`src/logic/sensor_regs.vh`:
```
`ifndef SENSOR_REGS_VH
`define SENSOR_REGS_VH

// register pointer values
`define TEMP_RESULT_PTR   8'h05
`define MAKER_ID_PTR      8'h06
`define PART_ID_PTR       8'h07
`define BUS_OPTIONS_PTR   8'h08

// temperature word field positions
`define CRIT_BIT          15
`define OVER_BIT          14
`define UNDER_BIT         13
`define SIGN_BIT          12

// bus option field positions and reset values
`define TIMEOUT_DIS_BIT   7
`define ALERT_DIS_BIT     0
`define TIMEOUT_DIS_RST   1'b0
`define ALERT_DIS_RST     1'b0

// identification values, arbitrary
`define MAKER_ID_VALUE    16'h5A3C
`define PART_CODE_VALUE   8'h6E
`define PART_REV_VALUE    8'h03

// upper four bits of the seven-bit bus address
`define BUS_ADDR_HI       4'h3

// timing
`define CLK_KHZ           10000
`define TIMEOUT_MS        25
// 25 ms of the 10 MHz clock, sized for the time-out counter
`define TIMEOUT_CYCLES_DEF 18'd250000

`endif

```
`src/logic/pin_sync.v`:
```
`timescale 1ns/100ps
module pin_sync #(
    parameter WIDTH = 1
) (
    // clock and reset
    input  wire             clk,
    input  wire             reset_n,
    // pins and synchronised copies
    input  wire [WIDTH-1:0] pin_in,
    output wire [WIDTH-1:0] pin_sync_out
);

    reg [WIDTH-1:0] meta_reg;
    reg [WIDTH-1:0] sync_reg;

    // idle bus lines are high, so reset to one to avoid a false start
    genvar i;
    generate
        for (i = 0; i < WIDTH; i = i + 1) begin : g_bit
            always @(posedge clk) begin
                if (!reset_n) begin
                    meta_reg[i] <= 1'b1;
                    sync_reg[i] <= 1'b1;
                end else begin
                    meta_reg[i] <= pin_in[i];
                    sync_reg[i] <= meta_reg[i];
                end
            end
        end
    endgenerate

    assign pin_sync_out = sync_reg;

endmodule

```
`src/logic/thermal_status_id_regs.v`:
```
// What this block does
// - critical flag bit 15 set at or above critical threshold, else clear
// - over-window flag bit 14 set above upper threshold, else clear
// - under-window flag bit 13 set below lower threshold, else clear
// - temperature two's complement, bits 11:1 at 0.125 C, sign bit 12
// - temperature word read-only, writes ignored, resets to zero
// - read-only 16-bit maker identification word with fixed code
// - read-only word: part code upper byte, revision lower byte
// - bus option bit 7 at 0 enables bus time-out, 1 disables
// - bus option bit 0 only drives bus_alert_disable out; the event output ignores it
// - option bit writes ignored while either lock bit is set
// - event output asserted when temperature passes alarm thresholds
// - device is only a slave; host starts every transaction
// - thresholds two's complement, bit 2 is 0.25 C, aligned to result
// - comparisons always use the thresholds currently programmed
`timescale 1ns/100ps
`include "sensor_regs.vh"
module thermal_status_id_regs #(
    parameter [17:0] TIMEOUT_CYCLES = `TIMEOUT_CYCLES_DEF
) (
    // clock and reset
    input  wire        clk,
    input  wire        reset_n,
    // two-wire bus pins
    input  wire        scl_in,
    input  wire        sda_in,
    output wire        sda_out,
    output wire        sda_oe,
    input  wire [2:0]  addr_pins,
    // event pin, open drain, active low
    output wire        event_n_out,
    output wire        event_oe,
    // converter result, two's complement, lsb 0.125 C
    input  wire [11:0] temp_sample,
    input  wire        temp_valid,
    // thresholds and locks from the configuration logic
    input  wire [15:0] upper_threshold,
    input  wire [15:0] lower_threshold,
    input  wire [15:0] critical_threshold,
    input  wire        critical_lock,
    input  wire        window_lock,
    // bus option bits
    output wire        bus_timeout_disable,
    output wire        bus_alert_disable
);

    localparam [2:0] ST_IDLE = 3'd0;
    localparam [2:0] ST_RECV = 3'd1;
    localparam [2:0] ST_SACK = 3'd2;
    localparam [2:0] ST_SEND = 3'd3;
    localparam [2:0] ST_MACK = 3'd4;

    wire [4:0] sync_bus;
    wire       scl_s;
    wire       sda_s;
    wire [2:0] addr_s;

    pin_sync #(
        .WIDTH        (5)
    ) u_sync (
        .clk          (clk),
        .reset_n      (reset_n),
        .pin_in       ({addr_pins, sda_in, scl_in}),
        .pin_sync_out (sync_bus)
    );

    assign scl_s  = sync_bus[0];
    assign sda_s  = sync_bus[1];
    assign addr_s = sync_bus[4:2];

    reg        scl_d_reg;
    reg        sda_d_reg;
    reg [2:0]  state_reg;
    reg [1:0]  phase_reg;
    reg [3:0]  bit_cnt_reg;
    reg [7:0]  shift_reg;
    reg [7:0]  ptr_reg;
    reg [7:0]  msb_reg;
    reg        is_read_reg;
    reg        rd_lo_reg;
    reg [15:0] word_latch_reg;
    reg        sda_oe_reg;
    reg [17:0] tmo_cnt_reg;
    reg [12:1] temp_reg;
    reg        crit_reg;
    reg        over_reg;
    reg        under_reg;
    reg        event_reg;
    reg        tmo_dis_reg;
    reg        alert_dis_reg;
    reg [15:0] read_word;

    wire scl_rise  = scl_s & ~scl_d_reg;
    wire scl_fall  = ~scl_s & scl_d_reg;
    wire start_det = scl_s & scl_d_reg & sda_d_reg & ~sda_s;
    wire stop_det  = scl_s & scl_d_reg & ~sda_d_reg & sda_s;
    wire tmo_hit   = (tmo_cnt_reg == TIMEOUT_CYCLES - 18'h00001);
    wire locked    = critical_lock | window_lock;

    // threshold lsb is 0.25 C, so pad a zero to meet the 0.125 C result
    wire signed [11:0] temp_val  = temp_reg;
    wire signed [11:0] upper_val = {upper_threshold[12:2], 1'b0};
    wire signed [11:0] lower_val = {lower_threshold[12:2], 1'b0};
    wire signed [11:0] crit_val  = {critical_threshold[12:2], 1'b0};

    // temperature word: flags, sign and value, bit 0 reserved
    wire [15:0] temp_word = {crit_reg, over_reg, under_reg, temp_reg, 1'b0};

    always @* begin
        case (ptr_reg)
            `TEMP_RESULT_PTR: read_word = temp_word;
            `MAKER_ID_PTR:    read_word = `MAKER_ID_VALUE;
            `PART_ID_PTR:     read_word = {`PART_CODE_VALUE,
                                           `PART_REV_VALUE};
            `BUS_OPTIONS_PTR: read_word = {8'h00, tmo_dis_reg, 6'h00,
                                           alert_dis_reg};
            default:          read_word = 16'h0000;
        endcase
    end

    // converter result and comparison flags
    always @(posedge clk) begin
        if (!reset_n) begin
            temp_reg  <= 12'h000;
            crit_reg  <= 1'b0;
            over_reg  <= 1'b0;
            under_reg <= 1'b0;
            event_reg <= 1'b0;
        end else begin
            if (temp_valid) begin
                temp_reg <= temp_sample;
            end
            // compared every cycle, so threshold edits act on the next clock
            crit_reg  <= (temp_val >= crit_val);
            over_reg  <= (temp_val > upper_val);
            under_reg <= (temp_val < lower_val);
            event_reg <= (temp_val >= crit_val) | (temp_val > upper_val)
                         | (temp_val < lower_val);
        end
    end

    // bus time-out: a host holding scl low too long frees the bus
    always @(posedge clk) begin
        if (!reset_n) begin
            tmo_cnt_reg <= 18'h00000;
        end else if (state_reg == ST_IDLE || scl_s || tmo_dis_reg ||
                     tmo_hit) begin
            tmo_cnt_reg <= 18'h00000;
        end else begin
            tmo_cnt_reg <= tmo_cnt_reg + 18'h00001;
        end
    end

    // slave byte engine; it never starts a transfer itself
    always @(posedge clk) begin
        if (!reset_n) begin
            scl_d_reg      <= 1'b1;
            sda_d_reg      <= 1'b1;
            state_reg      <= ST_IDLE;
            phase_reg      <= 2'd0;
            bit_cnt_reg    <= 4'h0;
            shift_reg      <= 8'h00;
            ptr_reg        <= 8'h00;
            msb_reg        <= 8'h00;
            is_read_reg    <= 1'b0;
            rd_lo_reg      <= 1'b0;
            word_latch_reg <= 16'h0000;
            sda_oe_reg     <= 1'b0;
            tmo_dis_reg    <= `TIMEOUT_DIS_RST;
            alert_dis_reg  <= `ALERT_DIS_RST;
        end else begin
            scl_d_reg <= scl_s;
            sda_d_reg <= sda_s;
            if (start_det) begin
                state_reg   <= ST_RECV;
                phase_reg   <= 2'd0;
                bit_cnt_reg <= 4'h0;
                sda_oe_reg  <= 1'b0;
            end else if (stop_det || tmo_hit) begin
                state_reg  <= ST_IDLE;
                sda_oe_reg <= 1'b0;
            end else begin
                case (state_reg)
                    ST_RECV: begin
                        if (scl_rise) begin
                            shift_reg   <= {shift_reg[6:0], sda_s};
                            bit_cnt_reg <= bit_cnt_reg + 4'h1;
                        end else if (scl_fall && bit_cnt_reg == 4'h8) begin
                            bit_cnt_reg <= 4'h0;
                            sda_oe_reg  <= 1'b1;
                            state_reg   <= ST_SACK;
                            case (phase_reg)
                                2'd0: begin
                                    is_read_reg <= shift_reg[0];
                                    if (shift_reg[7:1] !=
                                        {`BUS_ADDR_HI, addr_s}) begin
                                        sda_oe_reg <= 1'b0;
                                        state_reg  <= ST_IDLE;
                                    end
                                end
                                2'd1: ptr_reg <= shift_reg;
                                2'd2: msb_reg <= shift_reg;
                                default: begin
                                    // only the option bits take writes
                                    if (ptr_reg == `BUS_OPTIONS_PTR &&
                                        !locked) begin
                                        tmo_dis_reg   <=
                                            shift_reg[`TIMEOUT_DIS_BIT];
                                        alert_dis_reg <=
                                            shift_reg[`ALERT_DIS_BIT];
                                    end
                                end
                            endcase
                        end
                    end
                    ST_SACK: begin
                        if (scl_fall) begin
                            if (is_read_reg && phase_reg == 2'd0) begin
                                // whole word latched so both bytes agree
                                word_latch_reg <= read_word;
                                shift_reg      <= read_word[15:8];
                                sda_oe_reg     <= ~read_word[15];
                                rd_lo_reg      <= 1'b0;
                                state_reg      <= ST_SEND;
                            end else begin
                                sda_oe_reg <= 1'b0;
                                state_reg  <= ST_RECV;
                                phase_reg  <= (phase_reg == 2'd3) ?
                                              2'd2 : phase_reg + 2'd1;
                            end
                        end
                    end
                    ST_SEND: begin
                        if (scl_fall) begin
                            if (bit_cnt_reg == 4'h7) begin
                                bit_cnt_reg <= 4'h0;
                                sda_oe_reg  <= 1'b0;
                                state_reg   <= ST_MACK;
                            end else begin
                                bit_cnt_reg <= bit_cnt_reg + 4'h1;
                                shift_reg   <= {shift_reg[6:0], 1'b0};
                                sda_oe_reg  <= ~shift_reg[6];
                            end
                        end
                    end
                    ST_MACK: begin
                        if (scl_rise && sda_s) begin
                            state_reg <= ST_IDLE;
                        end else if (scl_fall) begin
                            state_reg <= ST_SEND;
                            if (rd_lo_reg) begin
                                word_latch_reg <= read_word;
                                shift_reg      <= read_word[15:8];
                                sda_oe_reg     <= ~read_word[15];
                                rd_lo_reg      <= 1'b0;
                            end else begin
                                shift_reg  <= word_latch_reg[7:0];
                                sda_oe_reg <= ~word_latch_reg[7];
                                rd_lo_reg  <= 1'b1;
                            end
                        end
                    end
                    default: state_reg <= ST_IDLE;
                endcase
            end
        end
    end

    assign sda_out             = 1'b0;
    assign sda_oe              = sda_oe_reg;
    assign event_n_out         = 1'b0;
    assign event_oe            = event_reg;
    assign bus_timeout_disable = tmo_dis_reg;
    assign bus_alert_disable   = alert_dis_reg;

endmodule

```
`config.mk`:
```
export PLATFORM = sky130hd
export DESIGN_NAME = thermal_status_id_regs
export DESIGN_NICKNAME = d
export VERILOG_FILES = /design/src/logic/pin_sync.v /design/src/logic/thermal_status_id_regs.v
export VERILOG_INCLUDE_DIRS = /design/src /design/src/logic
export SDC_FILE = /design/constraint.sdc
export NUM_CORES = 1
export LEC_CHECK = 0
export ABC_CLOCK_PERIOD_IN_PS = 2000
export BUFFER_PORTS_ARGS = -buffer_cell sky130_fd_sc_hd__buf_4
export CORE_ASPECT_RATIO = 0.9
export CORE_UTILIZATION = 59
export CTS_BUF_LIST = sky130_fd_sc_hd__clkbuf_4
export CTS_CLUSTER_SIZE = 20
export DETAILED_ROUTE_END_ITERATION = 10
export GPL_ROUTABILITY_DRIVEN = 0
export GPL_TIMING_DRIVEN = 0
export PLACE_DENSITY = 0.85
export SLEW_MARGIN = 20
export SYNTH_ARGS = -nofsm -noshare
export SYNTH_HDL_FRONTEND = slang
export SYNTH_SLANG_ARGS = --single-unit
```
`constraint.sdc`:
```
create_clock -name clk -period 2 [get_ports clk]
set_input_delay 0.3 -clock clk [delete_from_list [all_inputs] [get_ports clk]]
set_output_delay 0.3 -clock clk [all_outputs]
set_load 0.02 [all_outputs]
```
==> out/results.txt, run 1 <==
Status: complete, but fails checks
Failing checks: setup timing
Worst Path Arrival: 2400 ps
CP endpoint kind: register
Layout cells sized above 1: 0.213
FF-to-FF Start: state_reg[0]$_SDFFE_PN0P_
Clk pin slew, worst setup/hold paths: 140 ps
Drt pass-1 iters: 6
Worst Hold End: u_sync.meta_reg[4]$_SDFF_PN1_
Delay-heaviest family, CP: simple AND/OR/NAND/NOR gates
Nets: 729
Total global routing overflow: 0
Area after DPL: 5260 µm²
Avg WL per Cell: 16.7 µm
Yosys warning total: 0
Post-synth top area share: 0.358
Total global routing track utilization: 0.301
Starting DRT DRC Count: 313
Rel. slew slack: 0.496
Maximum vdd drop: 0.000465 V
# diodes: 0
Final WL: 12100 µm
Final Max Tran Viols: 0
R2r endpoint: bus_alert_disable$_SDFFE_PN0P_
CTS buffer count: 9
Final Cell Area: 5660 µm²
DR vias: 4378
Cells along the critical path: buf_6, or3b_4, nor3_4, nand4_1, or4b_4, mux2i_1, nor2_1
Root buffer cell: clkbuf_4
Hold/Removal Path Class: in -> reg
Pwr dens: 556 nW/µm²
Number of global-route vias before repair: 4146
Reg2Reg Setup Slack: -80 ps
Async SR Flop Fraction: 0
Sequential area share after synthesis: 0.358
Final ANT Viol Nets: 0
Synth cell types: 68
Hold Path Stages: 2
Post-Syn Instances: 544
Antenna violations before repair: 0
Die Span Y: 86.7 µm
Setup-failing EPs final: 11
Crit path max-delay cell type: or4b_4
Largest cells by area after synthesis: dfxtp_1 36%, ha_1 9.3%, mux2i_1 6.2%, nor2_1 5.4%, a21oi_1 3.8%
CP max stage delay: 530 ps
Startpoint types: register
Buf/Inv on CP: 1
Top_reg_cell synth: dfxtp_1
Worst r2r path cells: 7
Initial Utilization: 0.617
Pre-CTS WS: -166 ps
Num ports: 76
Post-Route Utilization: 0.742
Crit path from: state_reg[0]$_SDFFE_PN0P_
Worst Skew: 13.0 ps
Dpl hpwl: 8690 µm
CTS max path bufs: 2
Leakage Power: 2.41 nW
Die Width: 96.1 µm
Synth cell count leaders: 84 x dfxtp_1, 68 x nor2_1, 43 x inv_1
I/O Buffers: 58
RSZ-0062 raised after global routing: yes
Final worst setup slack: -81.8 ps
Crit path required time: 2320 ps
Max Freq: 480 MHz
Max reg flops: 18
Later-pin clock latency in the skew report: 440 ps
Hold buffers post-CTS: 0
Core area: 7620 µm²
Source of the worst hold timing path: addr_pins[2]
Synth area leader: dfxtp_1
Slew @ Worst Pin: 756 ps
Final Hold Viols: 0
Site Rows: 30
TritonCTS clock tree: yes
Crit-path max FO: 5
Seq cells post-synth: 84
Most common cell in the synthesized netlist: dfxtp_1
Hold_ws: 33.4 ps
# H-tree levels: 3
CTS sink cnt: 84
Max-cap violations: 0
DIE AREA: 8330 µm²
Global-route wire length before repair: 19300 µm
Part of the cycle the worst path needs: 1.04
Post-Syn Area: 4700 µm²
Number of enable flip-flop cells after synthesis: 0
Largest net degree at the start of global routing: 16
Setup CP Type: reg -> reg
Synth Area per Inst: 8.64 µm²
P&R area growth vs syn: 20.3%
# DRC: 0
Crit path time final: 2080 ps
Number of vias per cell: 6.04
## where the power goes
group          internal [mW]  leakage, nW  switching [mW]
clock                  0.406       0.0736           0.615
sequential              1.71        0.687          0.0407
combinational          0.189         1.65           0.181
total                   2.31         2.41           0.837
## cell families (layout without fill, tap and decap cells)
group	count (synthesis)	count (layout)	share of synthesized area
AND/OR/NAND/NOR	198	198	0.232
AO/OA/AOI/OAI	113	113	0.164
flip-flops	84	84	0.358
buffers and inverters	67	151	0.0585
adder cells (fa/ha/maj)	35	35	0.0931
multiplexers	29	29	0.0617
XOR/XNOR	17	17	0.0317
other	1	2	0.000798
## worst reg2reg max path, stage by stage, from the launching register on
cell and delay (ps):
dfxtp_2 350, buf_6 120, or3b_4 400, nor3_4 220, nand4_1 130, or4b_4 530
mux2i_1 170, nor2_1 50
## through the flow
step | setup TNS (ps) | power (mW) | cells
floorplan | 0 | 1.97 | 545
detailed placement | -2950 | 2.13 | 699
finish | -504 | 3.14 | 725
CTS | -679 | 3.13 | 721
global placement | -1150 | 2.11 | 699
global route | -1640 | 3.27 | 725
## how the worst max path moves through the flow
stage / to / slack (ps) / cells past startpoint
2_1_floorplan: bus_timeout_disable$_SDFFE_PN0P_ / 130 / 7
3_3_place_gp: sda_oe$_SDFFE_PP0P_ / -90 / 6
3_5_place_dp: ptr_reg[0]$_SDFFE_PN0P_ / -170 / 7
4_1_cts: bus_alert_disable$_SDFFE_PN0P_ / -80 / 7
5_1_grt: bit_cnt_reg[2]$_SDFFE_PP0P_ / -150 / 6
6_report: bus_alert_disable$_SDFFE_PN0P_ / -80 / 7
## layout by cell type (no fill, tap or decap), types with 15 or more instances in the layout
cell type and n:
a21oi_1 34, buf_4 72, dfxtp_1 74, ha_1 35, inv_1 43, mux2i_1 28, nand2_1 24, nand2b_1 19
nand3_1 15, nor2_1 66
## final cells by class
| class | count | area [µm²] |
|---|---|---|
| clock buffer | 10 | 75.1 |
| multi-input combinational | 394 | 2870 |
| clock inverter | 6 | 71.3 |
| sequential | 84 | 1700 |
| fill | 569 | 1960 |
| tap | 96 | 120 |
| inverter | 43 | 161 |
| buffer | 23 | 125 |
| timing repair buffer | 69 | 534 |
## metal layers
metal	up-vias	track usage	wire length [µm]
met5	-	0	0
met4	0	0.0773	225
met3	29	0.0614	972
met2	207	0.500	5810
met1	2038	0.397	5080
li1	2104	-	-
## timing repair
item / CTS / global route
pin swaps: 4 / 6
buffers inserted: 7 / 4
setup endpoints to repair: 40 / 46
gates resized for setup: 12 / 35
Power figures use the tool's default switching activity.
==> run 2, diff against run 1 <==
--- a/config.mk
+++ b/config.mk
@@ -16,6 +16,7 @@
 export GPL_ROUTABILITY_DRIVEN = 0
 export GPL_TIMING_DRIVEN = 0
 export PLACE_DENSITY = 0.85
+export SKIP_LAST_GASP = 1
 export SLEW_MARGIN = 20
 export SYNTH_ARGS = -nofsm -noshare
 export SYNTH_HDL_FRONTEND = slang
==> out/results.txt, run 2 (synthesized netlist as in run 1, its figures left out) <==
Max Freq: 483 MHz (was 480 MHz)
Later-pin clock latency in the skew report: 440 ps (about the same)
Nets: 733 (was 729)
Avg WL per Cell: 16.8 µm (was 16.7 µm)
Number of global-route vias before repair: 4141 (was 4146)
Total power: 3.15 mW (was 3.14 mW)
Drt pass-1 iters: 5 (was 6)
Crit-path max FO: 8 (was 5)
Clk pin slew, worst setup/hold paths: 140 ps (about the same)
Maximum vdd drop: 0.000470 V (was 0.000465 V)
Largest net degree at the start of global routing: 16 (unchanged)
Hold buffers post-CTS: 0 (unchanged)
CP endpoint kind: register (unchanged)
# diodes: 0 (unchanged)
Final worst setup slack: -69.2 ps (was -81.8 ps)
Site Rows: 30 (unchanged)
I/O Buffers: 58 (unchanged)
Antenna violations before repair: 0 (unchanged)
Setup CP Type: reg -> reg (unchanged)
Crit path from: state_reg[0]$_SDFFE_PN0P_ (unchanged)
Comb power frac: 0.118 (about the same)
Buf/Inv on CP: 3 (was 1)
CP max stage delay: 390 ps (was 530 ps)
Seq pwr share: 0.556 (was 0.557)
Setup-failing EPs final: 15 (was 11)
Status: complete, but fails checks (unchanged)
Dpl hpwl: 8690 µm (unchanged)
Startpoint types: register (unchanged)
Sw frac: 0.267 (was 0.266)
Number of vias per cell: 6.10 (was 6.04)
Worst Skew: 12.9 ps (was 13.0 ps)
Total global routing overflow: 0 (unchanged)
Total global routing track utilization: 0.300 (was 0.301)
FF-to-FF Start: state_reg[0]$_SDFFE_PN0P_ (unchanged)
Crit path max-delay cell type: or3b_4 (was or4b_4)
# DRC: 0 (unchanged)
Post-Route Utilization: 0.745 (was 0.742)
Cells along the critical path: buf_6, or3b_4, nor3_4, buf_6, nand3_4, nor3_4, buf_12, mux2i_2, nor2_1 (was buf_6, or3b_4, nor3_4, nand4_1, or4b_4, mux2i_1, nor2_1)
Max reg flops: 18 (unchanged)
Die Span Y: 86.7 µm (unchanged)
# H-tree levels: 3 (unchanged)
DR vias: 4447 (was 4378)
Max-cap violations: 0 (unchanged)
TritonCTS clock tree: yes (unchanged)
Most frequent cells in the layout: 75 x buf_4, 74 x dfxtp_1, 66 x nor2_1 (was 74 x dfxtp_1, 72 x buf_4, 66 x nor2_1)
Die Width: 96.1 µm (unchanged)
Core area: 7620 µm² (unchanged)
TNS Setup: -498 ps (was -504 ps)
Hold/Removal Path Class: in -> reg (unchanged)
Crit path required time: 2320 ps (about the same)
Dpl cells: 699 (unchanged)
Leakage Power: 2.43 nW (was 2.41 nW)
Slew @ Worst Pin: 760 ps (was 756 ps)
CTS buffer count: 9 (unchanged)
Source of the worst hold timing path: addr_pins[2] (unchanged)
RSZ-0062 raised after global routing: yes (unchanged)
Layout cells sized above 1: 0.218 (was 0.213)
P&R area growth vs syn: 20.8% (was 20.3%)
Cell-internal power: 2.31 mW (about the same)
Crit path time final: 2070 ps (was 2080 ps)
Pwr dens: 554 nW/µm² (was 556 nW/µm²)
Final Max Tran Viols: 0 (unchanged)
Root buffer cell: clkbuf_4 (unchanged)
Num ports: 76 (unchanged)
Starting DRT DRC Count: 296 (was 313)
Final WL: 12200 µm (was 12100 µm)
Final ANT Viol Nets: 0 (unchanged)
Delay-heaviest family, CP: simple AND/OR/NAND/NOR gates (unchanged)
Clock share of power: 0.326 (was 0.325)
CTS sink cnt: 84 (unchanged)
Rel. slew slack: 0.494 (was 0.496)
Most common cell after layout, fill and taps aside: buf_4 (was dfxtp_1)
Worst Path Arrival: 2390 ps (was 2400 ps)
Initial Utilization: 0.617 (unchanged)
DIE AREA: 8330 µm² (unchanged)
Failing checks: setup timing (unchanged)
Global-route wire length before repair: 19200 µm (was 19300 µm)
Part of the cycle the worst path needs: 1.03 (was 1.04)
Sw power: 841 µW (was 837 µW)
Finished Layout Cells: 729 (was 725)
CTS max path bufs: 2 (unchanged)
Final Hold Viols: 0 (unchanged)
==> run 2: cell types whose count changed in the layout (fill, tap and decap cells not counted) <==
cell | before | now
buf_4 | 72 | 75
buf_2 | 2 | 4
clkbuf_4 | 12 | 11
==> run 2: worst paths after layout <==
check | end | slack, ps | depth (start not counted)
worst max-delay path | ptr_reg[0]$_SDFFE_PN0P_ | -70 | 9
worst min-delay path | u_sync.meta_reg[4]$_SDFF_PN1_ | 30 | 2
worst max register to register | ptr_reg[0]$_SDFFE_PN0P_ | -70 | 9
worst min register to register | u_sync.pin_sync_out[0]$_SDFF_PN1_ | 420 | 1
==> run 2: layout make-up <==
class / instances / area [µm²]
Timing Repair Buffer: 73 / 564
Fill cell: 554 / 1940
Inverter: 43 / 161
Clock buffer: 10 / 75.1
Clock inverter: 6 / 71.3
Sequential cell: 84 / 1700
Multi-Input combinational cell: 394 / 2870
Buffer: 23 / 120
Tap cell: 96 / 120
==> run 2: power groups by stage <==
stage / clock, mW / combinational (mW) / sequential (mW)
finish: 1.03 / 0.371 / 1.75
global route: 1.10 / 0.411 / 1.76
CTS: 1.03 / 0.355 / 1.75
detailed placement: 0 / 0.348 / 1.79
global placement: 0 / 0.327 / 1.78
floorplan: 0 / 0.197 / 1.77
==> run 2: stage by stage <==
step                      setup slack (ps)  hold WS [ps]  area [µm²]
after floorplan                        129           386        4710
after global placement               -90.7           389        5260
after detailed placement              -166           394        5260
after CTS                            -84.0          17.8        5510
after global routing                  -167          26.2        5680
final                                -69.2          31.4        5680
==> run 2: timing repair <==
| action | in CTS | in global routing |
|---|---|---|
| hold endpoints to repair | 0 | 0 |
| resized for setup | 11 | 33 |
| pin swaps | 4 | 10 |
| buffers inserted | 7 | 8 |
| setup endpoints to repair | 40 | 46 |
==> run 2: routing by layer <==
layer | track usage | part of all wire | wire (µm)
met1 | 0.398 | 0.42 | 5150
met2 | 0.495 | 0.48 | 5920
met3 | 0.0614 | 0.080 | 979
met4 | 0.0787 | 0.016 | 194
met5 | 0 | 0 | 0
